File: config.mk
export PLATFORM = sky130hd
export DESIGN_NAME = cuc_clock
export DESIGN_NICKNAME = d
export VERILOG_FILES = /design/src/design/cuc_pkg.sv /design/src/design/cuc_clock.sv
export SDC_FILE = /design/constraint.sdc
export NUM_CORES = 1
export LEC_CHECK = 0
export BUFFER_PORTS_ARGS = -buffer_cell sky130_fd_sc_hd__buf_4
export CORE_UTILIZATION = 30
export DETAILED_ROUTE_END_ITERATION = 16
export REMOVE_ABC_BUFFERS = 1
export SLEW_MARGIN = 5
export SYNTH_ARGS = -nofsm -noshare
export SYNTH_HDL_FRONTEND = slang
export SYNTH_SLANG_ARGS = --single-unit
File: constraint.sdc
create_clock -name core_clk -period 8.4 [get_ports core_clk]
set_input_delay 0.42 -clock core_clk [delete_from_list [all_inputs] [get_ports core_clk]]
set_output_delay 0.42 -clock core_clk [all_outputs]
set_load 0.01 [all_outputs]
File: src/design/cuc_pkg.sv
// Package with register map, field layouts and timing constants of the calendar and uptime clock.
//////////////////////////////////////////////////////////////////////////////////////////////////
// Notes on behaviour
// RQ1 - Seven calendar bytes at indices zero to six.
// RQ2 - Calendar values held as two decimal digits.
// RQ3 - Calendar fields stay within their decimal limits.
// RQ4 - Weekday counts zero Sunday to six Saturday.
// RQ5 - Write stores byte into the selected field.
// RQ6 - Calendar keeps counting without bus activity.
// RQ7 - Four uptime values at indices ten to thirteen.
// RQ8 - Seconds tick each second, carry into minutes.
// RQ9 - Minutes reaching sixty carry into hours.
// RQ10 - Hours are sixteen bits and wrap.
// RQ11 - Total seconds count independently and wrap.
// RQ12 - Uptime values clear to zero at reset.
// RQ13 - Uptime values are plain binary counts.
// RQ14 - Seconds and minutes return to zero on carry.
// RQ15 - Calendar carries decimally; weekday follows date.
//////////////////////////////////////////////////////////////////////////////////////////////////
package cuc_pkg;
  localparam int unsigned CLK_HZ = 200_000_000;
  localparam int unsigned TICK_PERIOD_S = 1;
  localparam int unsigned TICK_CYCLES = CLK_HZ * TICK_PERIOD_S;
  localparam logic [3:0] IDX_CAL_SEC = 4'h0;
  localparam logic [3:0] IDX_CAL_MIN = 4'h1;
  localparam logic [3:0] IDX_CAL_HOUR = 4'h2;
  localparam logic [3:0] IDX_CAL_DATE = 4'h3;
  localparam logic [3:0] IDX_CAL_WDAY = 4'h4;
  localparam logic [3:0] IDX_CAL_MON = 4'h5;
  localparam logic [3:0] IDX_CAL_YEAR = 4'h6;
  localparam logic [3:0] IDX_UP_SEC = 4'ha;
  localparam logic [3:0] IDX_UP_MIN = 4'hb;
  localparam logic [3:0] IDX_UP_HOUR = 4'hc;
  localparam logic [3:0] IDX_UP_TOTAL = 4'hd;
  localparam int unsigned ADDR_LSB = 2;
  localparam int unsigned ADDR_W = 6;
  localparam logic [7:0] CAL_SEC_MAX = 8'h59;
  localparam logic [7:0] CAL_MIN_MAX = 8'h59;
  localparam logic [7:0] CAL_HOUR_MAX = 8'h23;
  localparam logic [7:0] CAL_DATE_MAX = 8'h31;
  localparam logic [7:0] CAL_DATE_MIN = 8'h01;
  localparam logic [7:0] CAL_WDAY_MAX = 8'h06;
  localparam logic [7:0] CAL_MON_MAX = 8'h12;
  localparam logic [7:0] CAL_MON_MIN = 8'h01;
  localparam logic [7:0] CAL_YEAR_MAX = 8'h99;
  localparam logic [7:0] CAL_SEC_RST = 8'h00;
  localparam logic [7:0] CAL_MIN_RST = 8'h00;
  localparam logic [7:0] CAL_HOUR_RST = 8'h00;
  localparam logic [7:0] CAL_DATE_RST = 8'h01;
  localparam logic [7:0] CAL_WDAY_RST = 8'h00;
  localparam logic [7:0] CAL_MON_RST = 8'h01;
  localparam logic [7:0] CAL_YEAR_RST = 8'h00;
  localparam logic [7:0] UP_MINSEC_TOP = 8'd59;
  typedef struct packed {
    logic [7:0] sec;
    logic [7:0] min;
    logic [7:0] hour;
    logic [7:0] date;
    logic [7:0] wday;
    logic [7:0] mon;
    logic [7:0] year;
  } cuc_cal_t;
  typedef struct packed {
    logic [7:0] sec;
    logic [7:0] min;
    logic [15:0] hour;
    logic [15:0] total;
  } cuc_up_t;
endpackage

File: src/design/cuc_clock.sv
// Calendar and uptime clock with an APB register slave.
//
// The implementer's own choice: register access over APB.
`timescale 1ns/10ps
module cuc_clock #(
  parameter int unsigned TICK_CYCLES = cuc_pkg::TICK_CYCLES
) (
  // Clock and reset.
  input wire logic core_clk,
  input wire logic reset_n,
  // APB slave.
  input wire logic psel,
  input wire logic penable,
  input wire logic pwrite,
  input wire logic [31:0] paddr,
  input wire logic [31:0] pwdata,
  input wire logic [3:0] pstrb,
  output logic [31:0] prdata,
  output logic pready,
  output logic pslverr,
  // Once-a-second strobe.
  output logic sec_tick
);
  //////////////////////////////////////////////////////////////////////////////
  logic [31:0] tick_cnt_q;
  logic tick;
  logic wr_en;
  logic [3:0] idx;
  logic idx_ok;
  logic [7:0] wb;
  logic [15:0] wh;
  cuc_pkg::cuc_cal_t cal_q;
  cuc_pkg::cuc_up_t up_q;
  logic [31:0] prdata_q;
  logic pslverr_q;

  // Inc of a two-digit decimal byte; the units digit rolls at nine.
  function automatic logic [7:0] bcd_inc(input logic [7:0] v);
    logic [7:0] r;
    r = v;
    if (v[3:0] >= 4'h9) begin
      r = {v[7:4] + 4'h1, 4'h0};
    end else begin
      r = {v[7:4], v[3:0] + 4'h1};
    end
    return r;
  endfunction

  // Last date of the month; leap years follow the two-digit year.
  function automatic logic [7:0] month_last(input logic [7:0] mon, input logic [7:0] yr);
    logic [7:0] r;
    logic [7:0] bin;
    r = 8'h31;
    bin = ({4'h0, yr[7:4]} * 8'h0a) + {4'h0, yr[3:0]};
    case (mon)
      8'h04, 8'h06, 8'h09, 8'h11: r = 8'h30;
      8'h02: r = (bin[1:0] == 2'b00) ? 8'h29 : 8'h28;
      default: r = 8'h31;
    endcase
    return r;
  endfunction

  //////////////////////////////////////////////////////////////////////////////
  // Tick source. Free-running so time keeps moving with no bus traffic.
  always_ff @(posedge core_clk or negedge reset_n) begin
    if (!reset_n) begin
      tick_cnt_q <= 32'h0;
    end else if (tick) begin
      tick_cnt_q <= 32'h0;
    end else begin
      tick_cnt_q <= tick_cnt_q + 32'h1; // RQ6
    end
  end
  assign tick = (tick_cnt_q == 32'(TICK_CYCLES - 1));

  always_ff @(posedge core_clk or negedge reset_n) begin
    if (!reset_n) begin
      sec_tick <= 1'b0;
    end else begin
      sec_tick <= tick;
    end
  end

  //////////////////////////////////////////////////////////////////////////////
  // Bus decode. Zero-wait slave: the access phase completes in one cycle.
  assign idx = paddr[cuc_pkg::ADDR_LSB +: 4];
  assign idx_ok = (paddr[31:cuc_pkg::ADDR_LSB + 4] == '0) && (paddr[1:0] == 2'b00) &&
                  ((idx <= cuc_pkg::IDX_CAL_YEAR) ||
                   ((idx >= cuc_pkg::IDX_UP_SEC) && (idx <= cuc_pkg::IDX_UP_TOTAL)));
  assign wr_en = psel && penable && pwrite && idx_ok;
  assign wb = pstrb[0] ? pwdata[7:0] : 8'h00;
  assign wh = {pstrb[1] ? pwdata[15:8] : 8'h00, wb};
  assign pready = 1'b1;

  //////////////////////////////////////////////////////////////////////////////
  // Calendar. A bus write wins over a tick in the same cycle.
  always_ff @(posedge core_clk or negedge reset_n) begin
    if (!reset_n) begin
      cal_q.sec <= cuc_pkg::CAL_SEC_RST;
      cal_q.min <= cuc_pkg::CAL_MIN_RST;
      cal_q.hour <= cuc_pkg::CAL_HOUR_RST;
      cal_q.date <= cuc_pkg::CAL_DATE_RST;
      cal_q.wday <= cuc_pkg::CAL_WDAY_RST;
      cal_q.mon <= cuc_pkg::CAL_MON_RST;
      cal_q.year <= cuc_pkg::CAL_YEAR_RST;
    end else if (wr_en && (idx <= cuc_pkg::IDX_CAL_YEAR)) begin
      case (idx) // RQ1
        cuc_pkg::IDX_CAL_SEC: cal_q.sec <= wb; // RQ5
        cuc_pkg::IDX_CAL_MIN: cal_q.min <= wb;
        cuc_pkg::IDX_CAL_HOUR: cal_q.hour <= wb;
        cuc_pkg::IDX_CAL_DATE: cal_q.date <= wb;
        cuc_pkg::IDX_CAL_WDAY: cal_q.wday <= wb;
        cuc_pkg::IDX_CAL_MON: cal_q.mon <= wb;
        default: cal_q.year <= wb;
      endcase
    end else if (tick) begin
      // Software-written values outside range still roll at the limit.
      if (cal_q.sec < cuc_pkg::CAL_SEC_MAX) begin
        cal_q.sec <= bcd_inc(cal_q.sec); // RQ2
      end else begin
        cal_q.sec <= 8'h00; // RQ3
        if (cal_q.min < cuc_pkg::CAL_MIN_MAX) begin
          cal_q.min <= bcd_inc(cal_q.min); // RQ15
        end else begin
          cal_q.min <= 8'h00;
          if (cal_q.hour < cuc_pkg::CAL_HOUR_MAX) begin
            cal_q.hour <= bcd_inc(cal_q.hour);
          end else begin
            cal_q.hour <= 8'h00;
            cal_q.wday <= (cal_q.wday >= cuc_pkg::CAL_WDAY_MAX) ? 8'h00 :
                          bcd_inc(cal_q.wday); // RQ4
            if (cal_q.date < month_last(cal_q.mon, cal_q.year)) begin
              cal_q.date <= bcd_inc(cal_q.date);
            end else begin
              cal_q.date <= cuc_pkg::CAL_DATE_MIN;
              if (cal_q.mon < cuc_pkg::CAL_MON_MAX) begin
                cal_q.mon <= bcd_inc(cal_q.mon);
              end else begin
                cal_q.mon <= cuc_pkg::CAL_MON_MIN;
                cal_q.year <= (cal_q.year >= cuc_pkg::CAL_YEAR_MAX) ? 8'h00 :
                              bcd_inc(cal_q.year);
              end
            end
          end
        end
      end
    end
  end

  //////////////////////////////////////////////////////////////////////////////
  // Uptime seconds, minutes and hours chain; plain binary.
  always_ff @(posedge core_clk or negedge reset_n) begin
    if (!reset_n) begin
      up_q.sec <= 8'h00; // RQ12
      up_q.min <= 8'h00;
      up_q.hour <= 16'h0000;
    end else if (wr_en && (idx == cuc_pkg::IDX_UP_SEC)) begin
      up_q.sec <= wb; // RQ7
    end else if (wr_en && (idx == cuc_pkg::IDX_UP_MIN)) begin
      up_q.min <= wb;
    end else if (wr_en && (idx == cuc_pkg::IDX_UP_HOUR)) begin
      up_q.hour <= wh; // RQ13
    end else if (tick) begin
      if (up_q.sec < cuc_pkg::UP_MINSEC_TOP) begin
        up_q.sec <= up_q.sec + 8'h01; // RQ8
      end else begin
        up_q.sec <= 8'h00; // RQ14
        if (up_q.min < cuc_pkg::UP_MINSEC_TOP) begin
          up_q.min <= up_q.min + 8'h01;
        end else begin
          up_q.min <= 8'h00;
          up_q.hour <= up_q.hour + 16'h0001; // RQ9 RQ10
        end
      end
    end
  end

  // Total seconds run on their own; a write elsewhere never disturbs them.
  always_ff @(posedge core_clk or negedge reset_n) begin
    if (!reset_n) begin
      up_q.total <= 16'h0000; // RQ12
    end else if (wr_en && (idx == cuc_pkg::IDX_UP_TOTAL)) begin
      up_q.total <= wh;
    end else if (tick) begin
      up_q.total <= up_q.total + 16'h0001; // RQ11
    end
  end

  //////////////////////////////////////////////////////////////////////////////
  // Read data and error, registered at the setup phase.
  always_ff @(posedge core_clk or negedge reset_n) begin
    if (!reset_n) begin
      prdata_q <= 32'h0;
      pslverr_q <= 1'b0;
    end else if (psel && !penable) begin
      pslverr_q <= !idx_ok;
      case (idx)
        cuc_pkg::IDX_CAL_SEC: prdata_q <= {24'h0, cal_q.sec};
        cuc_pkg::IDX_CAL_MIN: prdata_q <= {24'h0, cal_q.min};
        cuc_pkg::IDX_CAL_HOUR: prdata_q <= {24'h0, cal_q.hour};
        cuc_pkg::IDX_CAL_DATE: prdata_q <= {24'h0, cal_q.date};
        cuc_pkg::IDX_CAL_WDAY: prdata_q <= {24'h0, cal_q.wday};
        cuc_pkg::IDX_CAL_MON: prdata_q <= {24'h0, cal_q.mon};
        cuc_pkg::IDX_CAL_YEAR: prdata_q <= {24'h0, cal_q.year};
        cuc_pkg::IDX_UP_SEC: prdata_q <= {24'h0, up_q.sec};
        cuc_pkg::IDX_UP_MIN: prdata_q <= {24'h0, up_q.min};
        cuc_pkg::IDX_UP_HOUR: prdata_q <= {16'h0, up_q.hour};
        cuc_pkg::IDX_UP_TOTAL: prdata_q <= {16'h0, up_q.total};
        default: prdata_q <= 32'h0;
      endcase
      if (!idx_ok) begin
        prdata_q <= 32'h0;
      end
    end
  end
  assign prdata = prdata_q;
  assign pslverr = pslverr_q;
endmodule

==> results of run 1 <==
## cells by family after synthesis
family                     Yosys count  share of synthesized area, %
AOI/OAI and AO/OA                  335                          21.3
and+or+nand+nor                    440                          22.3
xor gates and xnor gates            43                          3.85
adders and majority gates           46                          5.89
other                                2                        0.0768
DFF                                154                          39.4
muxes                               19                          2.10
buffers and inverters              104                          5.08
## routing by layer
metal / GRT usage (%) / part of all wire [%] / up-vias
li1: - / - / 4199
met5: 0 / 0 / -
met1: 25.0 / 45 / 4344
met3: 4.03 / 8.0 / 55
met2: 27.8 / 44 / 349
met4: 6.45 / 3.1 / 0
## cell type report
type                    count  share of cell area (%)
inverters                  47                    1.57
flip-flops and latches    154                    34.3
clock buffers              18                    3.91
well taps                 435                    4.84
clock inverters            14                    1.21
repair buffers             78                    5.25
multi-input cells         900                    48.9
## cell usage in the layout (no fill, tap or decap), types with 34 or more instances in the layout
master	instances
a21oi_1	91
buf_4	77
dfrtp_1	152
ha_1	46
inv_1	47
nand2_1	111
nand3_1	47
nor2_1	112
nor3_1	34
o21ai_0	106
## worst reg2reg max path, stage by stage (launching register included)
cell and delay (ns):
dfrtp_1 0.52, ha_1 0.26, nand4_1 0.20, a21oi_1 0.28, ha_1 0.28, o211ai_1 0.14
nor2_1 0.08, a2111oi_0 0.57, o21ai_1 0.44, a31oi_1 0.88, o21ai_0 0.20, a21oi_1 0.15
## how the worst max path moves through the flow
stage	from	slack (ns)	to
3_5_place_dp	paddr[22]	4.32	up_q[16]
3_3_place_gp	paddr[22]	4.31	up_q[16]
2_1_floorplan	paddr[3]	5.09	up_q[16]
6_report	cal_q[9]	4.34	cal_q[14]
4_1_cts	cal_q[8]	4.56	cal_q[14]
5_1_grt	cal_q[9]	4.24	cal_q[11]
## sequential cells by signal (all words and copies together) (netlist names)
signal      count
cal_q          56
up_q           48
tick_cnt_q     32
prdata         16
pslverr         1
sec_tick        1
## where the power goes
part | internal [mW] | switching [mW]
clock network | 0.423 | 0.340
registers | 0.741 | 0.0000000223
logic | 0.0236 | 0.0497
## through the flow
step	instances	power [mW]	area (um^2)
2_1_floorplan	1101	0.775	9520
3_3_place_gp	1614	0.828	10700
3_5_place_dp	1614	0.829	10700
4_1_cts	1646	1.60	11200
5_1_grt	1646	1.63	11200
6_report	1646	1.58	11200
==> metrics.md, run 1 <==
| Metric | Value |
|---|---|
| Vias per Instance | `5.44` |
| CTS root buf | `clkbuf_16` |
| Setup CP Type | `flop to flop` |
| Initial drt markers | `981` |
| Crit-path max FO | `11` |
| Reg-to-reg setup timing slack | `4.34 ns` |
| Util after Layout | `35.3%` |
| Crit path max-delay family | `compound AO/OA/AOI/OAI gates` |
| Post-route DRC violation count | `0` |
| Synth Instances | `1143` |
| # Max-Cap Violations | `0` |
| RSZ-0062 raised after global routing | `false` |
| Detail Route Antenna Nets | `0` |
| Die Ht | `183 um` |
| Top cells by instance count after synthesis | `dfrtp_1, nor2_1, nand2_1` |
| Status | `finished, final reports clean` |
| Skew-Pair Late Insertion Delay | `0.43 ns` |
| Reg-to-reg startpoint | `cal_q[9]` |
| CTS tree | `built` |
| Multi-input logic area | `0.00549 mm^2` |
| Cell Rows | `65` |
| Placer Congestion | `0.936` |
| Gr usage total | `18.1%` |
| Final setup viols | `0` |
| Worst-margin pin slew | `1.13 ns` |
| Clk_skew | `0.0131 ns` |
| Setup WS pre-CTS | `4.32 ns` |
| Vias in the first global route | `8534` |
| Clk buf depth | `2` |
| Setup ws final | `4.34 ns` |
| Critical Path, Cell by Cell | `ha_1 -> nand4_1 -> a21oi_1 -> ha_1 -> o211ai_1 -> nor2_1 -> a2111oi_0 -> o21ai_1 -> a31oi_1 -> o21ai_0 -> a21oi_1` |
| Register area share after synthesis | `39.4%` |
| Share of cells above drive strength 1 | `11.6%` |
| Lkg Pwr | `5.00 nW` |
| Final hold violation count | `0` |
| RR Endpoint | `cal_q[14]` |
| Arrival time worst endpoint | `4.41 ns` |
| CP max-delay cell | `a31oi_1` |
| IO Port Bufs | `72` |
| # hold bufs at CTS | `0` |
| Diodes inserted | `0` |
| Fin crit period | `4.06 ns` |
| Req. time, crit path | `8.75 ns` |
| Netlist Area Pre-Place | `0.00978 mm^2` |
| PD cells | `140 mW/mm^2` |
| Async set-reset flop share out of synthesis | `100%` |
| FILL cells | `3277` |
| Startpoint class of the critical path | `flop` |
| Post-synth top flop | `dfrtp_1` |
| HP Class | `primary input to async pin` |
| Peak Freq | `0.246 GHz` |
| EDFF count, synth | `0` |
| Area leader, netlist | `dfrtp_1` |
| Initial antenna violation count | `0` |
| Setup crit end kind | `flop` |
| Pin count of the biggest net entering global routing | `98` |
| 1st-pass router iterations | `9` |
| Top-count cell post-synth | `dfrtp_1` |
| H-tree Lvls | `4` |
| Final HPWL DP | `21500 um` |
| Final wirelength | `29800 um` |
| Chip Width | `183 um` |
| Nets | `1317` |
| Relative slew margins | `24.5%` |
| Buffers & Inverters on Critical Path | `0` |
| Crit path depth | `11` |
| Num CTS Buffers | `17` |
| Num ports | `108` |
| First-pass GRT wire length | `47100 um` |
| Register area | `0.00386 mm^2` |
| Vias | `8947` |
| Syn avg cell area | `8.56 um^2` |
| DR WL/cell | `18.1 um` |
| Setup Buffers After CTS | `0` |
| Worst VDD drop | `0.132 mV` |
| Unique masters post-synth | `75` |
| Crit path largest cell delay | `0.88 ns` |
| Initial Util | `30.8%` |
| Core Box Area | `0.0318 mm^2` |
| Final worst path period share | `48.4%` |
| Die ar. | `0.0333 mm^2` |
| FF-to-FF path depth | `11` |
| CTS Sinks | `154` |
| Total congestion overflow | `0` |
| Slew Limit Fails | `0` |
| Top cell type's share of synthesized area | `38.9%` |
| Worst-path clk slew | `0.07 ns` |
| Synth top area cells | `dfrtp_1, ha_1, o21ai_0` |
| Worst hold slack | `0.119 ns` |
| Resize count post-CTS | `0` |
| Setup Total Neg Slack | `0 ns` |
| Synth-to-layout area growth | `14.9%` |
| Yosys warns | `0` |
| Number of synthesized register bits | `154` |
(Power assumes the default switching activity.)
==> run 2, diff against run 1 <==
clock period = 4.12 ns   (was 8.4 ns; I/O delays follow)
==> run 2 against run 1 <==
Compared with the run above: combinational power up 110%; critical path type unchanged; largest cell class unchanged; total power up 110%; non-clock buffer count up 16.
==> metrics.md, run 2 (synthesis gave the netlist of run 1 again) <==
| Metric | Value |
|---|---|
| IO Port Bufs | `72 (unchanged)` |
| Setup CP Type | `flop to flop` |
| Final HPWL DP | `21900 um (+1.7%)` |
| Top reg by flops | `cal_q` |
| Lkg Pwr | `5.08 nW (+1.7%)` |
| Pwr Total | `3.25 mW (+110%)` |
| Skew-Pair Late Insertion Delay | `0.44 ns (about the same)` |
| Max reg flops | `56 (unchanged)` |
| Setup crit end kind | `flop` |
| # Max-Cap Violations | `0 (unchanged)` |
| Final hold violation count | `0 (unchanged)` |
| Final worst path period share | `84.5% (+36 points)` |
| First-pass GRT wire length | `47100 um (unchanged)` |
| Req. time, crit path | `4.42 ns (-4.33 ns)` |
| Status | `finished, final reports clean` |
| Initial antenna violation count | `1 (+1)` |
| Util after Layout | `35.8% (+0.50 points)` |
| Vias per Instance | `5.39 (-0.79%)` |
| Diodes inserted | `0 (unchanged)` |
| Pin count of the biggest net entering global routing | `83 (-15%)` |
| Reg-to-reg setup timing slack | `0.64 ns (-3.70 ns)` |
| 1st-pass router iterations | `7 (-2)` |
| Placed Area | `0.0108 mm^2 (+1.2%)` |
| Most frequent cells in the layout | `dfrtp_1, nor2_1, nand2_1, o21ai_0` |
| RSZ-0062 raised after global routing | `false` |
| Setup WS pre-CTS | `0.774 ns (-3.54 ns)` |
| Die Ht | `183 um (unchanged)` |
| Worst-path clk slew | `0.08 ns (about the same)` |
| Setup Total Neg Slack | `0 ns (unchanged)` |
| Initial Util | `30.8% (unchanged)` |
| Arrival time worst endpoint | `3.79 ns (-0.62 ns)` |
| Num CTS Buffers | `17 (unchanged)` |
| Num ports | `108 (unchanged)` |
| Layout Cells excl Fill | `1662 (+0.97%)` |
| Cell Rows | `65 (unchanged)` |
| Share of cells above drive strength 1 | `12.7% (+1.1 points)` |
| PD cells | `285 mW/mm^2 (+100%)` |
| Crit-path max FO | `9 (-2)` |
| HP Class | `primary input to flop` |
| Worst VDD drop | `0.274 mV (+110%)` |
| H-tree Lvls | `4 (unchanged)` |
| Gr usage total | `18.2% (+0.084 points)` |
| Startpoint class of the critical path | `flop` |
| Setup ws final | `0.638 ns (-3.70 ns)` |
| Peak Freq | `0.287 GHz (+17%)` |
| Slew Limit Fails | `0 (unchanged)` |
| Vias in the first global route | `8420 (-1.3%)` |
| Die ar. | `0.0333 mm^2 (unchanged)` |
| Initial drt markers | `871 (-11%)` |
| Relative slew margins | `32.8% (+8.4 points)` |
| Clk buf depth | `2 (unchanged)` |
| Post-route DRC violation count | `0 (unchanged)` |
| CTS tree | `built` |
| Worst-margin pin slew | `1.00 ns (-0.125 ns)` |
| CTS Sinks | `154 (unchanged)` |
| Worst hold slack | `0.0558 ns (-0.0631 ns)` |
| Final wirelength | `29900 um (+0.35%)` |
| Final Cell Area | `0.0114 mm^2 (+1.4%)` |
| Vias | `8963 (+0.18%)` |
| Detail Route Antenna Nets | `0 (unchanged)` |
| Placed insts | `1629 (+0.93%)` |
| Total congestion overflow | `0 (unchanged)` |
| Clk_skew | `0.0195 ns (+0.00647 ns)` |
| Final setup viols | `0 (unchanged)` |
| Placer Congestion | `0.970 (+3.6%)` |
| Chip Width | `183 um (unchanged)` |
| Nets | `1333 (+1.2%)` |
| Synth-to-layout area growth | `16.5%` |
| Fin crit period | `3.48 ns (-0.583 ns)` |
| CTS root buf | `clkbuf_16` |
| Core Box Area | `0.0318 mm^2 (unchanged)` |
| DR WL/cell | `18.0 um (-0.62%)` |
| Top Registers | `cal_q (56), up_q (48), tick_cnt_q (32)` |
| Commonest non-fill, non-tap cell in the layout | `dfrtp_1` |
run 2: cell types whose count changed in the layout (fill, tap and decap cells not counted), sizes merged:
cell | previous run | this run
bufinv | 1 | 0
dlygate4sd3 | 0 | 1
buf | 78 | 93
clkinv | 5 | 6
clkinvlp | 2 | 3
clkbuf | 18 | 17
run 2: path summary, 6_finish.rpt:
check	startpoint	to	cells after the start
setup / recovery	cal_q[8]	cal_q[4]	12
hold / removal	pwdata[13]	up_q[13]	3
setup reg to reg	cal_q[8]	cal_q[4]	12
hold reg to reg	prdata[6]	prdata[6]	2
max in group asynchronous	reset_n	cal_q[8]	3
min in group asynchronous	reset_n	tick_cnt_q[2]	2
run 2: what timing repair did:
item,in CTS,in global routing
hold buffers,1,0
hold endpoints to repair,72,0
setup buffers,0,0
resized for setup,0,0
run 2: worst max-delay path, stage by stage, from the launching register on:
cell and delay (ns):
dfstp_2 0.59, inv_1 0.10, ha_1 0.24, nand4_1 0.15, a21oi_1 0.07, ha_1 0.28
o211ai_1 0.13, nor2_1 0.07, a2111oi_0 0.45, o21ai_1 0.38, a41o_2 0.42, nand2_2 0.12
mux2_1 0.34
run 2: layout make-up:
type | instances | area (um^2)
flip-flops and latches | 154 | 3860
clock inverters | 15 | 175
repair buffers | 94 | 724
inverters | 47 | 176
well taps | 435 | 544
fillers | 3293 | 20400
multi-input cells | 900 | 5490
clock buffers | 17 | 425
run 2: power by group:
part | leakage [nW] | internal, mW | switching [mW]
Combinational | 2.77 | 0.0501 | 0.101
Sequential | 2.03 | 1.51 | 0.0000000412
Clock | 0.282 | 0.816 | 0.772
Total | 5.08 | 2.38 | 0.873
run 2: metal layers:
metal	vias up	GRT usage [%]	routed length, um
met5	-	0	3
met4	2	7.63	924
met3	68	3.75	2000
met2	354	27.9	13300
met1	4296	24.8	13700
li1	4243	-	-
==> run 3, diff against run 2 <==
ABC_AREA = 1   (was not set)
clock period = 3.62 ns   (was 4.12 ns; I/O delays follow)
==> run 3 against run 2 <==
Compared with the run above: synthesized cell count is 31% higher; total power increased by 16%; via count is 15% higher; critical endpoint is now cal_q[27]; highest routed layer is now met4.
==> metrics.md, run 3 <==
| Metric | Value |
|---|---|
| Status | `finished, final reports clean` |
| Pin count of the biggest net entering global routing | `67 (-19%)` |
| Num CTS Buffers | `17 (unchanged)` |
| Resize count post-CTS | `0 (unchanged)` |
| PD cells | `306 mW/mm^2 (+7.3%)` |
| Yosys warns | `0 (unchanged)` |
| Synth Instances | `1497 (+31%)` |
| Placed Area | `0.0117 mm^2 (+8.5%)` |
| Setup ws final | `0.881 ns (+0.243 ns)` |
| Die Ht | `191 um (+4.4%)` |
| Post-synth top flop | `dfrtp_1` |
| Skew-Pair Late Insertion Delay | `0.45 ns (about the same)` |
| Critical Path, Cell by Cell | `inv_1 -> ha_1 -> o21ai_0 -> nand2_1 -> nand2_1 -> nand2_1 -> nor2_1 -> ha_1 -> o211a_1 -> nand2_1 -> nand4_1 -> o21ai_0 -> nand2_1 -> nand2_1` |
| Top Registers | `cal_q (56), up_q (48), tick_cnt_q (32)` |
| Initial antenna violation count | `0 (-1)` |
| Initial drt markers | `983 (+13%)` |
| Syn avg cell area | `7.13 um^2 (-17%)` |
| Cell Rows | `68 (+4.6%)` |
| FF-to-FF path depth | `14 (+2)` |
| DR WL/cell | `15.7 um (-13%)` |
| Most frequent cells in the layout | `nand2_1, inv_1, dfrtp_1, nor2_1, o21ai_0` |
| Final worst path period share | `75.7% (-8.9 points)` |
| Number of synthesized register bits | `154 (unchanged)` |
| Top cells by instance count after synthesis | `nand2_1, inv_1, dfrtp_1` |
| Reg-to-reg startpoint | `cal_q[8]` |
| Pwr Total | `3.77 mW (+16%)` |
| Hold Path Origin | `pwdata[11]` |
| Initial Util | `30.7% (-0.094 points)` |
| First-pass GRT wire length | `52200 um (+11%)` |
| H-tree Lvls | `4 (unchanged)` |
| Async set-reset flop share out of synthesis | `100% (unchanged)` |
| Min-Delay Path Depth | `3 (unchanged)` |
| Diodes inserted | `0 (unchanged)` |
| Total congestion overflow | `0 (unchanged)` |
| Clk_skew | `0.0130 ns (-0.00651 ns)` |
| Final setup viols | `0 (unchanged)` |
| Final HPWL DP | `23900 um (+9.0%)` |
| Arrival time worst endpoint | `3.12 ns (-0.67 ns)` |
| # Max-Cap Violations | `0 (unchanged)` |
| Final Cell Area | `0.0123 mm^2 (+8.0%)` |
| Reg-to-reg setup timing slack | `0.88 ns (+0.24 ns)` |
| EDFF count, synth | `0 (unchanged)` |
| Commonest non-fill, non-tap cell in the layout | `nand2_1` |
| Hold Path Sink | `up_q[11]` |
| Vias in the first global route | `9759 (+16%)` |
| Num ports | `108 (unchanged)` |
| Max reg flops | `56 (unchanged)` |
| Relative slew margins | `59.2% (+26 points)` |
| CTS tree | `built` |
| Detail Route Antenna Nets | `0 (unchanged)` |
| Share of cells above drive strength 1 | `10.8% (-1.9 points)` |
| HP Class | `primary input to flop` |
| Setup CP Type | `flop to flop` |
| CTS root buf | `clkbuf_16` |
| CP dominant cell by count | `nand2_1` |
| Peak Freq | `0.365 GHz (+27%)` |
| Fin crit period | `2.74 ns (-0.743 ns)` |
| CP max-delay cell | `dfstp_2` |
| RR Endpoint | `cal_q[27]` |
| Top-count cell post-synth | `nand2_1` |
| Crit-path max FO | `8 (-1)` |
| Nets | `1694 (+27%)` |
| Register area share after synthesis | `36.1% (-3.3 points)` |
| Vias per Instance | `5.07 (-6.1%)` |
| Placer Congestion | `0.937 (-3.4%)` |
| Post-route DRC violation count | `0 (unchanged)` |
| Clk buf depth | `2 (unchanged)` |
| Synth top area cells | `dfrtp_1, nand2_1, inv_1` |
| Area leader, netlist | `dfrtp_1` |
| Core Box Area | `0.0348 mm^2 (+9.4%)` |
| 1st-pass router iterations | `6 (-1)` |
| Worst VDD drop | `0.280 mV (+2.4%)` |
| Startpoint class of the critical path | `flop` |
| Setup crit end kind | `flop` |
| Final wirelength | `32100 um (+7.5%)` |
| Top reg by flops | `cal_q` |
| Die ar. | `0.0363 mm^2 (+9.0%)` |
| Setup Total Neg Slack | `0 ns (unchanged)` |
| Req. time, crit path | `4.00 ns (-0.42 ns)` |
| Slew Limit Fails | `0 (unchanged)` |
| Crit path largest cell delay | `0.57 ns (-0.02 ns)` |
| Setup WS pre-CTS | `0.947 ns (+0.173 ns)` |
| Worst-path clk slew | `0.07 ns (about the same)` |
| Lkg Pwr | `6.17 nW (+22%)` |
| Chip Width | `191 um (+4.4%)` |
| Final hold violation count | `0 (unchanged)` |
| Util after Layout | `35.4% (-0.45 points)` |
| CTS Sinks | `154 (unchanged)` |
| Worst-margin pin slew | `0.607 ns (-0.397 ns)` |
| RSZ-0062 raised after global routing | `false` |
| Unique masters post-synth | `53 (-29%)` |
| Synth-to-layout area growth | `15.4%` |
| Top cell type's share of synthesized area | `35.7% (-3.2 points)` |
| IO Port Bufs | `72 (unchanged)` |
| Netlist Area Pre-Place | `0.0107 mm^2 (+9.1%)` |
| Gr usage total | `18.2% (+0.028 points)` |
| Vias | `10350 (+15%)` |
==> run 3: changes by cell type after synthesis, moves of 17 or more <==
| cell | previous run | this run |
|---|---|---|
| inv_1 | 47 | 180 |
| o21ai_1 | 8 | 28 |
| and3_1 | 22 | 3 |
| nand3_1 | 47 | 112 |
| a22oi_1 | 28 | 0 |
| a21oi_1 | 91 | 43 |
| xor2_1 | 18 | 42 |
| nand2_1 | 111 | 409 |
| o22ai_1 | 5 | 22 |
==> run 3: stage by stage <==
step,instances,hold WS [ns]
after detailed placement,2010,0.191
after global placement,2010,0.196
final,2043,0.0223
after floorplan,1470,-0.115
after global routing,2043,0.0161
after CTS,2043,0.0133
==> run 3: cell type report <==
type	count	area (um^2)
clock buffers	17	425
clock inverters	15	176
fillers	3676	22500
inverters	193	724
multi-input cells	1123	5900
flip-flops and latches	154	3860
well taps	455	569
repair buffers	86	664
==> run 3: worst max path at each step <==
stage	start	end	slack, ns	depth (start not counted)
4_1_cts	cal_q[8]	cal_q[27]	0.93	14
3_3_place_gp	paddr[1]	up_q[29]	1.03	13
2_1_floorplan	cal_q[8]	cal_q[25]	1.36	14
3_5_place_dp	cal_q[8]	cal_q[27]	0.95	14
6_report	cal_q[8]	cal_q[27]	0.88	14
5_1_grt	cal_q[8]	cal_q[27]	0.63	14
==> run 3: power breakdown <==
group / switching, mW / internal [mW] / total (mW)
clock: 0.874 / 0.991 / 1.87
combinational: 0.125 / 0.0583 / 0.183
sequential: 0.0000000153 / 1.72 / 1.72
==> run 3: timing repair <==
item	in CTS	in global routing
endpoints found under the hold margin	52	0
hold buffers	1	0
setup buffers	0	0
==> run 3: kinds of logic after synthesis <==
group | count (synthesis) | share of synthesized area (%)
and+or+nand+nor | 744 | 30.8
AOI/OAI and AO/OA | 259 | 13.8
buffers and inverters | 235 | 9.12
DFF | 154 | 36.1
xor gates and xnor gates | 57 | 4.68
adders and majority gates | 46 | 5.39
other | 2 | 0.0704
==> run 3: worst max-delay path, delay by kind of cell, from the launching register on <==
family          cells  cell delay [ns]
buf+inv             1             0.12
flops               1             0.57
simple gates        8             0.93
compound gates      3             0.58
fa+ha+maj           2             0.47
==> run 3: per-layer routing <==
metal  global-route usage, %  vias to the layer above  part of all wire, %
met3                    2.76                       31                  6.5
met2                    29.8                      384                   46
met5                       0                        -                    0
met1                    25.4                     4890                   46
met4                    3.75                        0                  1.2
li1                        -                     5045                    -
